==> src/verilog/bfs_pkg.sv <==
// Shared constants, types and helpers for the bit, flag and shift execute block
// Assumes a 32-bit APB register bus and an 8-bit datapath
package bfs_pkg;

	localparam int          DATA_W    = 8;
	localparam int          GPR_COUNT = 32;
	localparam int          APB_AW    = 12;

	// Register byte addresses
	localparam logic [11:0] ADDR_CMD   = 12'h000;
	localparam logic [11:0] ADDR_STATUS_REGISTER  = 12'h004;
	localparam logic [11:0] ADDR_SEL   = 12'h008;
	localparam logic [11:0] ADDR_DATA  = 12'h00c;
	localparam logic [11:0] ADDR_COUNT = 12'h010;

	// Reset values
	localparam logic [7:0]  STATUS_REGISTER_RST  = 8'h00;
	localparam logic [7:0]  GPR_RST   = 8'h00;
	localparam logic [31:0] WORD_ZERO = 32'h0000_0000;

	// Status register bit positions
	localparam logic [2:0]  FLAG_C = 3'h0;
	localparam logic [2:0]  FLAG_Z = 3'h1;
	localparam logic [2:0]  FLAG_N = 3'h2;
	localparam logic [2:0]  FLAG_V = 3'h3;
	localparam logic [2:0]  FLAG_S = 3'h4;
	localparam logic [2:0]  FLAG_H = 3'h5;
	localparam logic [2:0]  FLAG_T = 3'h6;
	localparam logic [2:0]  FLAG_I = 3'h7;

	typedef enum logic [4:0] {
		OP_NOP,
		OP_ROTATE_RIGHT_CARRY,
		OP_ARITH_SHIFT_RIGHT,
		OP_NIBBLE_SWAP,
		OP_FLAG_FORCE_ONE,
		OP_FLAG_FORCE_ZERO,
		OP_BIT_TO_TRANSFER_FLAG,
		OP_TRANSFER_FLAG_TO_BIT,
		OP_CARRY_FORCE_ONE,
		OP_CARRY_FORCE_ZERO,
		OP_NEGATIVE_FORCE_ONE,
		OP_NEGATIVE_FORCE_ZERO,
		OP_ZERO_FORCE_ONE,
		OP_ZERO_FORCE_ZERO,
		OP_IRQ_GLOBAL_ON,
		OP_IRQ_GLOBAL_OFF,
		OP_SIGN_FORCE_ONE,
		OP_SIGN_FORCE_ZERO,
		OP_OVERFLOW_FORCE_ONE,
		OP_OVERFLOW_FORCE_ZERO,
		OP_TFLAG_FORCE_ONE,
		OP_TFLAG_FORCE_ZERO,
		OP_HALF_CARRY_FORCE_ONE,
		OP_HALF_CARRY_FORCE_ZERO
	} bfs_op_t;

	localparam logic [4:0]  OP_LIMIT = 5'h18;

	// Command word: bits [4:0] op, [9:5] dst, [14:10] src, [17:15] bit index
	typedef struct packed {
		logic [2:0] bit_idx;
		logic [4:0] src;
		logic [4:0] dst;
		logic [4:0] op;
	} bfs_cmd_t;

	localparam int          CMD_W = 18;

	function automatic logic [7:0] bfs_bit_put(logic [7:0] v, logic [2:0] i, logic b);
		logic [7:0] r;
		r    = v;
		r[i] = b;
		return r;
	endfunction

endpackage

==> src/verilog/bfs_shift_unit.sv <==
// Rotate, arithmetic shift and nibble swap on one working register value
// Purely combinational; the caller commits results on its clock edge
`timescale 1ns/1ps
module bfs_shift_unit
	import bfs_pkg::*;
(
	input  wire bfs_op_t    op,
	input  wire logic [7:0] val,
	input  wire logic [7:0] status_register,
	output logic      [7:0] res,
	output logic      [7:0] status_register_new
);

	logic cy;

	always_comb begin
		res      = val;
		cy       = status_register[FLAG_C];
		status_register_new = status_register;
		case (op)
			OP_ROTATE_RIGHT_CARRY: begin
				res = {status_register[FLAG_C], val[7:1]};
				cy  = val[0];
			end
			OP_ARITH_SHIFT_RIGHT: begin
				res = {val[7], val[7:1]};
				cy  = val[0];
			end
			OP_NIBBLE_SWAP: begin
				res = {val[3:0], val[7:4]};
			end
			default: begin
				res = val;
			end
		endcase
		// Swap leaves every flag alone
		if (op == OP_ROTATE_RIGHT_CARRY || op == OP_ARITH_SHIFT_RIGHT) begin
			status_register_new[FLAG_Z] = (res == 8'h00);
			status_register_new[FLAG_C] = cy;
			status_register_new[FLAG_N] = res[7];
			status_register_new[FLAG_V] = res[7] ^ cy;
		end
	end

endmodule

==> src/verilog/bfs_flag_unit.sv <==
// Single status flag forcing and bit moves through the transfer flag
// Purely combinational; the caller commits results on its clock edge
`timescale 1ns/1ps
module bfs_flag_unit
	import bfs_pkg::*;
(
	input  wire bfs_op_t    op,
	input  wire logic [2:0] idx,
	input  wire logic [7:0] src_val,
	input  wire logic [7:0] dst_val,
	input  wire logic [7:0] status_register,
	output logic      [7:0] status_register_new,
	output logic      [7:0] dst_new
);

	logic       hit;
	logic [2:0] fidx;
	logic       fval;

	always_comb begin
		hit     = 1'b1;
		fidx    = idx;
		fval    = 1'b0;
		dst_new = dst_val;
		case (op)
			OP_FLAG_FORCE_ONE:        fval = 1'b1;
			OP_FLAG_FORCE_ZERO:       fval = 1'b0;
			OP_BIT_TO_TRANSFER_FLAG: begin
				fidx = FLAG_T;
				fval = src_val[idx];
			end
			OP_TRANSFER_FLAG_TO_BIT: begin
				hit     = 1'b0;
				dst_new = bfs_bit_put(dst_val, idx, status_register[FLAG_T]);
			end
			OP_CARRY_FORCE_ONE: begin
				fidx = FLAG_C;
				fval = 1'b1;
			end
			OP_CARRY_FORCE_ZERO:      fidx = FLAG_C;
			OP_NEGATIVE_FORCE_ONE: begin
				fidx = FLAG_N;
				fval = 1'b1;
			end
			OP_NEGATIVE_FORCE_ZERO:   fidx = FLAG_N;
			OP_ZERO_FORCE_ONE: begin
				fidx = FLAG_Z;
				fval = 1'b1;
			end
			OP_ZERO_FORCE_ZERO:       fidx = FLAG_Z;
			OP_IRQ_GLOBAL_ON: begin
				fidx = FLAG_I;
				fval = 1'b1;
			end
			OP_IRQ_GLOBAL_OFF:        fidx = FLAG_I;
			OP_SIGN_FORCE_ONE: begin
				fidx = FLAG_S;
				fval = 1'b1;
			end
			OP_SIGN_FORCE_ZERO:       fidx = FLAG_S;
			OP_OVERFLOW_FORCE_ONE: begin
				fidx = FLAG_V;
				fval = 1'b1;
			end
			OP_OVERFLOW_FORCE_ZERO:   fidx = FLAG_V;
			OP_TFLAG_FORCE_ONE: begin
				fidx = FLAG_T;
				fval = 1'b1;
			end
			OP_TFLAG_FORCE_ZERO:      fidx = FLAG_T;
			OP_HALF_CARRY_FORCE_ONE: begin
				fidx = FLAG_H;
				fval = 1'b1;
			end
			OP_HALF_CARRY_FORCE_ZERO: fidx = FLAG_H;
			default:                  hit  = 1'b0;
		endcase
		status_register_new = hit ? bfs_bit_put(status_register, fidx, fval) : status_register;
	end

endmodule

==> src/verilog/bfs_exec_top.sv <==
// Execute slice for shifts, nibble swap and single flag operations
// Assumes an APB master on pclk; one command per completed write of a valid command to the command register
//
// Contract
// (RULE1) Rotate right via carry, flags Z C N V
// (RULE2) Arithmetic shift right keeps bit 7, flags
// (RULE3) Nibble swap, no flag changes, one cycle
// (RULE4) Generic flag set/clear by index operand
// (RULE5) Bit store copies source bit into T
// (RULE6) Bit load writes T into destination bit
// (RULE7) Carry force one or zero only
// (RULE8) Negative flag force one or zero only
// (RULE9) Zero flag force one or zero only
// (RULE10) Global interrupt flag on or off only
// (RULE11) Sign flag force one or zero only
// (RULE12) Overflow flag force one or zero only
// (RULE13) Transfer flag force one or zero only
// (RULE14) Half carry flag force one or zero only
// (RULE15) Flag-only ops leave working registers alone
// (RULE16) Any of 32 registers, bits 0 to 7
`timescale 1ns/1ps
module bfs_exec_top
	import bfs_pkg::*;
#(
	parameter int GPRS = GPR_COUNT
) (
	input  wire logic        pclk,
	input  wire logic        presetn,
	input  wire logic        psel,
	input  wire logic        penable,
	input  wire logic        pwrite,
	input  wire logic [11:0] paddr,
	input  wire logic [31:0] pwdata,
	output logic             pready,
	output logic      [31:0] prdata,
	output logic             pslverr
);

	if (GPRS < 2 || GPRS > GPR_COUNT) begin : g_chk
		$error("GPRS must lie between 2 and 32");
	end

	////////////////////////////////////////////////////////////////////////////////
	// State

	logic [7:0]  gpr_ff [GPRS];
	logic [7:0]  nxt_gpr [GPRS];
	logic [7:0]  status_register_ff,     nxt_status_register;
	logic [4:0]  sel_ff,      nxt_sel;
	logic [31:0] count_ff,    nxt_count;
	bfs_cmd_t    cmd_ff,      nxt_cmd;
	logic        pready_ff,   nxt_pready;
	logic [31:0] prdata_ff,   nxt_prdata;
	logic        pslverr_ff,  nxt_pslverr;

	bfs_cmd_t    wcmd;
	bfs_op_t     wop;
	logic        acc_start;
	logic        acc_done;
	logic        op_ok;
	logic        exec;
	logic        is_shift;
	logic [7:0]  dst_val;
	logic [7:0]  src_val;
	logic [7:0]  sh_res,  sh_status_register;
	logic [7:0]  fl_dst,  fl_status_register;

	assign pready  = pready_ff;
	assign prdata  = prdata_ff;
	assign pslverr = pslverr_ff;

	////////////////////////////////////////////////////////////////////////////////
	// Decode of the command in the write data

	assign wcmd      = bfs_cmd_t'(pwdata[CMD_W-1:0]);
	assign wop       = bfs_op_t'(wcmd.op);
	assign op_ok     = (wcmd.op < OP_LIMIT) && (32'(wcmd.dst) < GPRS) && (32'(wcmd.src) < GPRS);
	assign acc_start = psel && penable && !pready_ff;
	assign acc_done  = psel && penable && pready_ff;
	assign exec      = acc_done && pwrite && (paddr == ADDR_CMD) && op_ok;
	assign is_shift  = (wop == OP_ROTATE_RIGHT_CARRY) || (wop == OP_ARITH_SHIFT_RIGHT)
		|| (wop == OP_NIBBLE_SWAP);
	assign dst_val   = gpr_ff[wcmd.dst]; // [RULE16]
	assign src_val   = gpr_ff[wcmd.src]; // [RULE16]

	bfs_shift_unit u_shift (
		.op       (wop),
		.val      (dst_val),
		.status_register     (status_register_ff),
		.res      (sh_res),
		.status_register_new (sh_status_register)
	);

	bfs_flag_unit u_flag (
		.op       (wop),
		.idx      (wcmd.bit_idx),
		.src_val  (src_val),
		.dst_val  (dst_val),
		.status_register     (status_register_ff),
		.status_register_new (fl_status_register),
		.dst_new  (fl_dst)
	);

	////////////////////////////////////////////////////////////////////////////////
	// Next state

	always_comb begin
		nxt_gpr     = gpr_ff;
		nxt_status_register    = status_register_ff;
		nxt_sel     = sel_ff;
		nxt_count   = count_ff;
		nxt_cmd     = cmd_ff;
		nxt_pready  = acc_start;
		nxt_prdata  = prdata_ff;
		nxt_pslverr = 1'b0;
		// Answer prepared in the first access cycle, given in the second
		if (acc_start) begin
			nxt_prdata = WORD_ZERO;
			case (paddr)
				ADDR_CMD:   nxt_prdata = {14'h0000, cmd_ff};
				ADDR_STATUS_REGISTER:  nxt_prdata = {24'h000000, status_register_ff};
				ADDR_SEL:   nxt_prdata = {27'h0000000, sel_ff};
				ADDR_DATA:  nxt_prdata = {24'h000000, gpr_ff[sel_ff]};
				ADDR_COUNT: nxt_prdata = count_ff;
				default:    nxt_pslverr = 1'b1;
			endcase
			if (pwrite && paddr == ADDR_CMD && !op_ok) begin
				nxt_pslverr = 1'b1;
			end
		end
		if (acc_done && pwrite) begin
			case (paddr)
				ADDR_STATUS_REGISTER: nxt_status_register = pwdata[7:0];
				ADDR_SEL:  nxt_sel = pwdata[4:0];
				ADDR_DATA: nxt_gpr[sel_ff] = pwdata[7:0];
				default:   nxt_sel = sel_ff;
			endcase
		end
		// Command commits at the completing edge: one cycle per operation
		if (exec) begin
			nxt_cmd   = wcmd;
			nxt_count = count_ff + 32'h0000_0001;
			if (is_shift) begin
				nxt_gpr[wcmd.dst] = sh_res;   // [RULE1] [RULE2] [RULE3]
				nxt_status_register          = sh_status_register;  // [RULE1] [RULE2] [RULE3]
			end else begin
				nxt_gpr[wcmd.dst] = fl_dst;   // [RULE6] [RULE15]
				nxt_status_register          = fl_status_register;  // [RULE4] [RULE5] [RULE7] [RULE8] [RULE9]
			end                               // [RULE10] [RULE11] [RULE12] [RULE13] [RULE14]
		end
	end

	always_ff @(posedge pclk or negedge presetn) begin
		if (!presetn) begin
			for (int i = 0; i < GPRS; i++) begin
				gpr_ff[i] <= GPR_RST;
			end
			status_register_ff    <= STATUS_REGISTER_RST;
			sel_ff     <= 5'h00;
			count_ff   <= WORD_ZERO;
			cmd_ff     <= '0;
			pready_ff  <= 1'b0;
			prdata_ff  <= WORD_ZERO;
			pslverr_ff <= 1'b0;
		end else begin
			gpr_ff     <= nxt_gpr;
			status_register_ff    <= nxt_status_register;
			sel_ff     <= nxt_sel;
			count_ff   <= nxt_count;
			cmd_ff     <= nxt_cmd;
			pready_ff  <= nxt_pready;
			prdata_ff  <= nxt_prdata;
			pslverr_ff <= nxt_pslverr;
		end
	end

	////////////////////////////////////////////////////////////////////////////////
	// Checks: snapshot of the operands at each executed command

	logic       chk_vld_ff;
	bfs_cmd_t   chk_cmd_ff;
	logic [7:0] chk_dst_ff;
	logic [7:0] chk_src_ff;
	logic [7:0] chk_status_register_ff;
	bfs_op_t    cop;
	logic [7:0] cres;

	always_ff @(posedge pclk or negedge presetn) begin
		if (!presetn) begin
			chk_vld_ff  <= 1'b0;
			chk_cmd_ff  <= '0;
			chk_dst_ff  <= GPR_RST;
			chk_src_ff  <= GPR_RST;
			chk_status_register_ff <= STATUS_REGISTER_RST;
		end else begin
			chk_vld_ff  <= exec;
			chk_cmd_ff  <= wcmd;
			chk_dst_ff  <= dst_val;
			chk_src_ff  <= src_val;
			chk_status_register_ff <= status_register_ff;
		end
	end

	assign cop  = bfs_op_t'(chk_cmd_ff.op);
	assign cres = gpr_ff[chk_cmd_ff.dst];
endmodule

==> config.mk <==
export PLATFORM = sky130hd
export DESIGN_NAME = bfs_exec_top
export DESIGN_NICKNAME = d
export VERILOG_FILES = /design/src/verilog/bfs_pkg.sv /design/src/verilog/bfs_shift_unit.sv /design/src/verilog/bfs_flag_unit.sv /design/src/verilog/bfs_exec_top.sv
export SDC_FILE = /design/constraint.sdc
export NUM_CORES = 1
export LEC_CHECK = 0
export BUFFER_PORTS_ARGS = -buffer_cell sky130_fd_sc_hd__buf_2
export CAP_MARGIN = 20
export CORE_ASPECT_RATIO = 1.25
export CORE_MARGIN = 2
export CORE_UTILIZATION = 33
export DETAILED_ROUTE_END_ITERATION = 8
export PLACE_DENSITY = 0.46
export SETUP_SLACK_MARGIN = 0.15
export SLEW_MARGIN = 25
export SYNTH_ARGS = -nofsm -noshare
export SYNTH_HDL_FRONTEND = slang
export SYNTH_HIERARCHICAL = 1
export SYNTH_SLANG_ARGS = --single-unit
==> constraint.sdc <==
create_clock -name pclk -period 3.1 [get_ports pclk]
set_input_delay 0.31 -clock pclk [delete_from_list [all_inputs] [get_ports pclk]]
set_output_delay 0.31 -clock pclk [all_outputs]
set_load 0.01 [all_outputs]
==> metrics.md, run 1 <==
| Metric | Value |
|---|---|
| Outcome | `finished with violations` |
| Failing checks | `negative setup slack` |
| Hold worst-path end | `pslverr$_DFF_PN0_` |
| Initial Util | `between 30% and 40%` |
| Mux cell area share after synthesis | `between 40 and 50%` |
| MaxCap Viol Count | `0` |
| Post-Route Setup TNS | `-31.55 ns` |
| WP data arrival | `between 3 and 4 ns` |
| # fillers | `7,016` |
| Crit path capture type | `flop` |
| Pre-antenna DRT Iters | `6` |
| Die outline area | `between 0.07 and 0.08 mm²` |
| DRC viols | `0` |
| Final WL | `approximately 120,000 µm` |
| Vias in the first global route | `around 22,000` |
| Tcrit/Tclk final | `109%` |
| Placed inst area | `between 0.03 and 0.04 mm²` |
| Synthesized instance count | `approximately 2,100` |
| Main synth FF type | `dfrtp_1` |
| Ports | `83` |
| Buf+Inv Stages, Crit Path | `0` |
| Initial antenna violation count | `1` |
| Largest family of logic cells by synthesized area | `multiplexers` |
| Post-DP HPWL | `86,000 µm` |
| Peak VDD IR | `0.000352 V` |
| First-pass GRT wire length | `172,000 µm` |
| P per Cell Area | `~330 mW/mm²` |
| Max-slew violations | `0` |
| Num CTS Buffers | `43` |
| Setup CP Type | `reg2reg` |
| Commonest cells in the synthesized netlist | `mux2i_1, dfrtp_1, clkbuf_1, mux4_2, nand2_1` |
| Min-Delay Startpoint | `pwrite` |
| Remaining Overflow, GRT | `0` |
| Critical-path cell list | `mux4_2 > mux2_4 > a221oi_4 > a31oi_1 > mux2i_1 > mux4_2 > o21ai_4 > mux2_4 > mux2_2 > a22o_1 > a21o_1` |
| Reg clk slew, reported paths | `about 0.060 ns` |
| Fmax | `296 MHz` |
| Yosys cell types | `75` |
| # setup viols final | `240` |
| Rows | `around 110` |
| Top cell type's share of synthesized area | `around a third` |
| Post-synth EDFFs | `0` |
| Syn avg cell area | `12.0 µm²` |
| Final WS setup | `-0.283 ns` |
| Layout cell share with drive strength beyond 1 | `between 40 and 50%` |
| Most repeated cell in the gate-level netlist after synthesis | `mux2i_1` |
| P_leak | `between 10 and 15 nW` |
| Reg2reg path depth | `11` |
| Post-synth ARST share | `between 90% and 100%` |
| Post-Syn Area | `around 0.025 mm²` |
| Adder-Cell Fraction of Synth Area | `less than 1%` |
| Final non-filler cell area | `roughly 0.033 mm²` |
| Routed WL per cell | `roughly 35 µm` |
| WHS | `between 0.1 and 0.15 ns` |
| CTS tree | `done` |
| Syn nets | `2,148` |
| R2R Path Start | `gpr_ff[158]$_DFF_PN0_` |
| Area delta synth->final | `32.8%` |
| R2R setup slack | `-0.28 ns` |
| Slowest-stage cell, CP | `dfrtp_2` |
| CTS Buffer Depth | `3` |
| Vias | `approximately 21,000` |
| Skew-Pair Late Insertion Delay | `approximately 0.62 ns` |
| Critical path's top delay family | `multiplexers` |
| Clk_skew | `around 0.026 ns` |
| Largest stage delay, worst path | `0.46 ns` |
| CP required | `between 3 and 4 ns` |
| CORE AREA | `0.0758 mm²` |
| R2r endpoint | `status_register_ff[1]$_DFFE_PN0P_` |
| Total GRT Usage | `between 30% and 40%` |
| GP Congestion | `between 0.9 and 1` |
| Final Hold Vio Count | `0` |
| RSZ-0062 raised after global routing | `yes` |
| Worst setup SP type | `flop` |
| Ys Warns | `6` |
| Slew of the pin with the lowest slew margin | `slightly below 0.8 ns` |
| H-tree Lvls | `2` |
| Die Height | `313 µm` |
| Synth Area in XOR/XNOR | `under 10%` |
| Chip width | `251 µm` |
| Worst min path class | `in2reg` |
| Crit-path max FO | `8` |
| Nets | `2,596` |
| Clock root cell | `clkbuf_16` |
| Seq cells post-synth | `about 350` |
| Hold Crit Depth | `3` |
| Simple-gate share of the synthesized area | `12.1%` |
| Clock sinks | `between 300 and 400` |
| Largest net degree at the start of global routing | `74` |
| Compound-Gate Fraction of Synth Area | `about 7%` |
| Synth area leader | `dfrtp_1` |
| Rel. slew slack | `between 40% and 50%` |
| Top cells by area, synth | `dfrtp_1, mux2i_1, mux4_2` |
| Min Tclk post-route | `between 3 and 4 ns` |
| Register area share after synthesis | `35.1%` |
| Buffers on Ports | `a little under 70` |
| Via-per-instance ratio | `about 6` |
| Final ANT Viol Nets | `0` |
| Starting DRT DRC Count | `between 1,500 and 2,000` |
[placed cells by master, fill, tap and decap left out, drive strengths merged, types with 15 or more instances in the layout]
master / n
a221oi: 24
o22ai: 65
xnor2: 26
a22o: 15
o21ai: 42
dfrtp: 353
nand2: 99
nor4: 73
a21o: 18
nand2b: 15
nor2: 21
nor3: 28
mux2: 76
nand3: 26
nand4: 19
buf: 601
or2: 23
mux2i: 688
mux4: 113
clkbuf: 69
a22oi: 47
[logic make-up after synthesis]
logic type | Yosys count
flops | 353
buf+inv | 208
compound gates | 252
xor+xnor | 34
simple gates | 373
mux | 877
fa+ha+maj | 1
[flip-flops by register name, indices dropped and copies added (netlist names)]
name,cells
status_register_ff,8
prdata,32
gpr_ff,256
cmd_ff,18
sel_ff,5
count_ff,32
pready,1
pslverr,1
[timing repair]
item                                    CTS  global route
buffers inserted                         46             7
hold buffers                              1             0
gates cloned                             24             5
endpoints found under the setup margin  265           266
pin swaps                                10            10
hold endpoints to repair                 57             0
gates resized for setup                  96            28
[worst register-to-register path, cell delays in order, from the launching register on]
cell,delay [ns]
dfrtp_2,0.46
mux4_2,0.46
mux2_4,0.30
a221oi_4,0.39
a31oi_1,0.08
mux2i_1,0.18
mux4_2,0.38
o21ai_4,0.13
mux2_4,0.30
mux2_2,0.26
a22o_1,0.20
a21o_1,0.15
[report_power, final]
| part | leakage, nW | switching [mW] | total, mW | internal (mW) |
|---|---|---|---|---|
| clock network | 0.722 | 2.29 | 5.40 | 3.11 |
| logic | 7.95 | 0.637 | 0.979 | 0.342 |
| registers | 4.92 | 0.000926 | 4.61 | 4.61 |
[worst max path at each step]
stage / from / endpoint / slack [ns] / cells past startpoint
after global placement: pwdata[5] / gpr_ff[211]$_DFF_PN0_ / -0.60 / 14
after detailed placement: pwdata[5] / gpr_ff[19]$_DFF_PN0_ / -0.59 / 14
after global routing: gpr_ff[193]$_DFF_PN0_ / status_register_ff[1]$_DFFE_PN0P_ / -0.40 / 12
final: gpr_ff[158]$_DFF_PN0_ / status_register_ff[1]$_DFFE_PN0P_ / -0.28 / 11
after CTS: gpr_ff[142]$_DFF_PN0_ / status_register_ff[5]$_DFFE_PN0P_ / -0.23 / 11
after floorplan: pwdata[10] / status_register_ff[5]$_DFFE_PN0P_ / 0.06 / 13
[layout make-up]
| class | instances | area (µm²) | share of cell area, % |
|---|---|---|---|
| antenna | 1 | 2.50 | 0.00750 |
| clock buffer | 64 | 1320 | 3.94 |
| clock inverter | 14 | 151 | 0.454 |
| inverter | 4 | 15.0 | 0.0450 |
| multi-input combinational | 1537 | 15900 | 47.5 |
| sequential | 353 | 8840 | 26.5 |
| tap | 977 | 1220 | 3.66 |
| timing repair buffer | 607 | 5970 | 17.9 |
[metrics by stage]
| step | cells | total power, mW | worst slack, ns | utilization (%) |
|---|---|---|---|---|
| 3_3_place_gp | 3395 | 5.63 | -0.597 | 39.7 |
| 4_1_cts | 3544 | 11.1 | -0.232 | 43.6 |
| 2_1_floorplan | 2098 | 5.15 | 0.0589 | - |
| 6_report | 3557 | 11.0 | -0.283 | 44.0 |
| 5_1_grt | 3556 | 11.3 | -0.395 | 44.0 |
| 3_5_place_dp | 3395 | 5.64 | -0.593 | 39.7 |
[per-layer routing]
layer	part of all wire, %	up-vias	GRT usage, %
li1	-	9045	-
met1	39	11300	37.5
met2	48	853	52.1
met3	5.5	286	4.09
met4	7.5	0	19.6
met5	0	-	0
(Power assumes the default switching activity.)
==> run 2, diff against run 1 <==
BUFFER_PORTS_ARGS = not set   (was -buffer_cell sky130_fd_sc_hd__buf_2)
CTS_BUF_LIST = sky130_fd_sc_hd__clkbuf_8   (was not set)
DONT_BUFFER_PORTS = 1   (was not set)
PLACE_DENSITY = 0.45   (was 0.46)
==> run 2 against run 1 <==
Critical path depth rose by 1. Hold slack got worse by 0.80 ns. The flow finishes with violations (negative hold slack, negative setup slack). Critical endpoint unchanged. Clock skew rose by 0.012 ns. Sequential power barely moved. Utilization fell by 1.8 points.
==> metrics.md, run 2 (synthesis results as in run 1) <==
| Metric | Value |
|---|---|
| Rows | `113 (unchanged)` |
| Slowest-stage cell, CP | `mux4_2` |
| Commonest cells after routing, fill and taps aside | `mux2i_1, dfrtp_1, buf_4, mux4_2, nand2_1` |
| WHS | `-0.687 ns (-0.799 ns)` |
| CTS tree | `done` |
| Post-Route Setup TNS | `-12.56 ns (+18.99 ns)` |
| R2R Path Start | `gpr_ff[219]$_DFF_PN0_` |
| Multi-input gate area | `0.0158 mm² (-0.21%)` |
| Met2 global-route usage | `46.7% (-5.3 points)` |
| Crit path depth | `12 (+1)` |
| Min Tclk post-route | `3.48 ns (+0.0939 ns)` |
| Vias in the first global route | `21,400 (-3.3%)` |
| R2R setup slack | `-0.38 ns (-0.09 ns)` |
| Final Hold Vio Count | `353 (+353)` |
| Die Height | `313 µm (unchanged)` |
| Rel. slew slack | `25.1% (-23 points)` |
| Critical-path cell list | `mux4_2 > mux2_4 > a221oi_4 > buf_6 > a31oi_4 > mux2i_1 > mux4_2 > o21ai_4 > mux2_4 > mux2_4 > a22o_1 > a21o_1` |
| Clock power frac | `47.5% (-1.6 points)` |
| Chip width | `251 µm (unchanged)` |
| Crit path capture type | `flop` |
| GP Congestion | `0.911 (-7.8%)` |
| RSZ-0062 raised after global routing | `yes` |
| # fillers | `7,115 (+1.4%)` |
| First-pass GRT wire length | `161,000 µm (-6.9%)` |
| Die outline area | `0.0784 mm² (unchanged)` |
| Via-per-instance ratio | `5.99 (-0.71%)` |
| Nets | `2,479 (-4.5%)` |
| Reg clk slew, reported paths | `0.06 ns (about the same)` |
| Initial Util | `33.2% (unchanged)` |
| Crit-path max FO | `8 (unchanged)` |
| Skew-Pair Late Insertion Delay | `0.70 ns (+0.08 ns)` |
| CORE AREA | `0.0758 mm² (unchanged)` |
| Initial antenna violation count | `7 (+6)` |
| Total GRT Usage | `28.4% (-2.5 points)` |
| Reg2reg path depth | `12 (+1)` |
| # setup viols final | `137 (-43%)` |
| P_leak | `12.8 nW (-6.1%)` |
| Met1 Use GR | `35.1% (-2.4 points)` |
| Buf+Inv Stages, Crit Path | `1 (+1)` |
| Largest net degree at the start of global routing | `354 (+380%)` |
| Largest stage delay, worst path | `0.51 ns (+0.05 ns)` |
| Starting DRT DRC Count | `1,983 (+2.2%)` |
| Final WL | `114,000 µm (-7.8%)` |
| Net Sw Frac | `26.0% (-0.63 points)` |
| Most flops, register | `gpr_ff` |
| R2r endpoint | `status_register_ff[1]$_DFFE_PN0P_` |
| Share of power burned in registers | `47.0% (+5.0 points)` |
| H-tree Lvls | `3 (+1)` |
| Num CTS Buffers | `67 (+56%)` |
| Pint | `7.26 mW (-10%)` |
| CP required | `3.67 ns (+0.07 ns)` |
| Buffers on Ports | `0 (-100%)` |
| Final ANT Viol Nets | `0 (unchanged)` |
| Failing checks | `negative hold slack, negative setup slack` |
| Vias | `20,700 (-3.4%)` |
| WP data arrival | `4.05 ns (+0.17 ns)` |
| Clk_skew | `0.0382 ns (+0.0122 ns)` |
| Routed WL per cell | `33.1 µm (-5.2%)` |
| Worst min path class | `in2async` |
| CP endpoint | `status_register_ff[1]$_DFFE_PN0P_` |
| GR Layer Usage met3 | `4.81% (+0.72 points)` |
| Setup CP Type | `reg2reg` |
| Pre-antenna DRT Iters | `5 (-1)` |
| P per Cell Area | `306 mW/mm² (-6.9%)` |
| Outcome | `finished with violations` |
| Remaining Overflow, GRT | `0 (unchanged)` |
| Tcrit/Tclk final | `112% (+3.0 points)` |
| Clock root cell | `clkbuf_8` |
| Switching Power | `2.55 mW (-13%)` |
| Post-DP HPWL | `70,800 µm (-18%)` |
| Max-slew violations | `0 (unchanged)` |
| GRT Max-Usage Layer | `met2` |
| Clock sinks | `353 (unchanged)` |
| CTS Buffer Depth | `3 (unchanged)` |
| CP startpoint | `gpr_ff[219]$_DFF_PN0_` |
| Final WS setup | `-0.376 ns (-0.0939 ns)` |
| Slew of the pin with the lowest slew margin | `1.12 ns (+0.337 ns)` |
| Ports | `83 (unchanged)` |
| Layout cell share with drive strength beyond 1 | `35.6% (-4.5 points)` |
| Largest register FFs | `256 (unchanged)` |
| Register area | `0.00884 mm² (about the same)` |
| Critical path's top delay family | `multiplexers` |
| Fmax | `288 MHz (-2.7%)` |
| MaxCap Viol Count | `0 (unchanged)` |
| Commonest non-fill, non-tap cell in the layout | `mux2i_1` |
| Comb pwr share | `5.5% (-3.4 points)` |
| Worst setup SP type | `flop` |
| Peak VDD IR | `0.000227 V (-35%)` |
| DRC viols | `0 (unchanged)` |
| Crit path top cell by count | `mux2_4` |
| Area delta synth->final | `27.3%` |
-- run 2: power groups by stage --
stage	clock, mW	sequential (mW)	combinational [mW]
after floorplan	0	4.70	0.450
after global placement	0	4.70	0.366
after detailed placement	0	4.70	0.367
after CTS	4.79	4.61	0.506
after global routing	5.01	4.61	0.550
final	4.66	4.61	0.535
-- run 2: what timing repair did --
item,4_1_cts,5_1_grt
buffers inserted,28,7
pin swaps,8,9
endpoints found under the hold margin,643,378
gates cloned,16,10
resized for setup,68,35
hold buffers,32,1
endpoints found under the setup margin,211,265
-- run 2: cell type report --
| cell class | count | area share, % |
|---|---|---|
| clock inverter | 35 | 0.504 |
| tap | 977 | 3.82 |
| timing repair buffer | 466 | 15.0 |
| inverter | 4 | 0.0469 |
| antenna | 5 | 0.0391 |
| clock buffer | 83 | 3.57 |
| multi-input combinational | 1537 | 49.4 |
| sequential | 353 | 27.6 |
-- run 2: worst min path at each step --
stage,startpoint,to,cells past startpoint
finish,presetn,count_ff[25]$_DFFE_PN0P_,0
global route,presetn,count_ff[25]$_DFFE_PN0P_,0
CTS,presetn,count_ff[26]$_DFFE_PN0P_,0
detailed placement,presetn,count_ff[26]$_DFFE_PN0P_,0
global placement,presetn,count_ff[26]$_DFFE_PN0P_,0
floorplan,presetn,cmd_ff[0]$_DFFE_PN0P_,0
-- run 2: routing by layer --
metal / routed length (µm) / up-vias
li1: - / 8818
met1: 44700 / 10800
met2: 53800 / 870
met3: 7330 / 253
met4: 8550 / 4
met5: 69 / -
-- run 2: through the flow --
stage	instance area, µm²	power, mW	utilization, %	std cells	worst slack, ns
4_1_cts	31500	9.91	41.6	3437	-0.342
2_1_floorplan	25400	5.15	-	2098	0.0589
3_3_place_gp	28800	5.06	37.9	3243	-0.339
5_1_grt	32000	10.2	42.2	3458	-0.475
6_report	32000	9.81	42.3	3460	-0.376
3_5_place_dp	28800	5.06	38.0	3243	-0.342
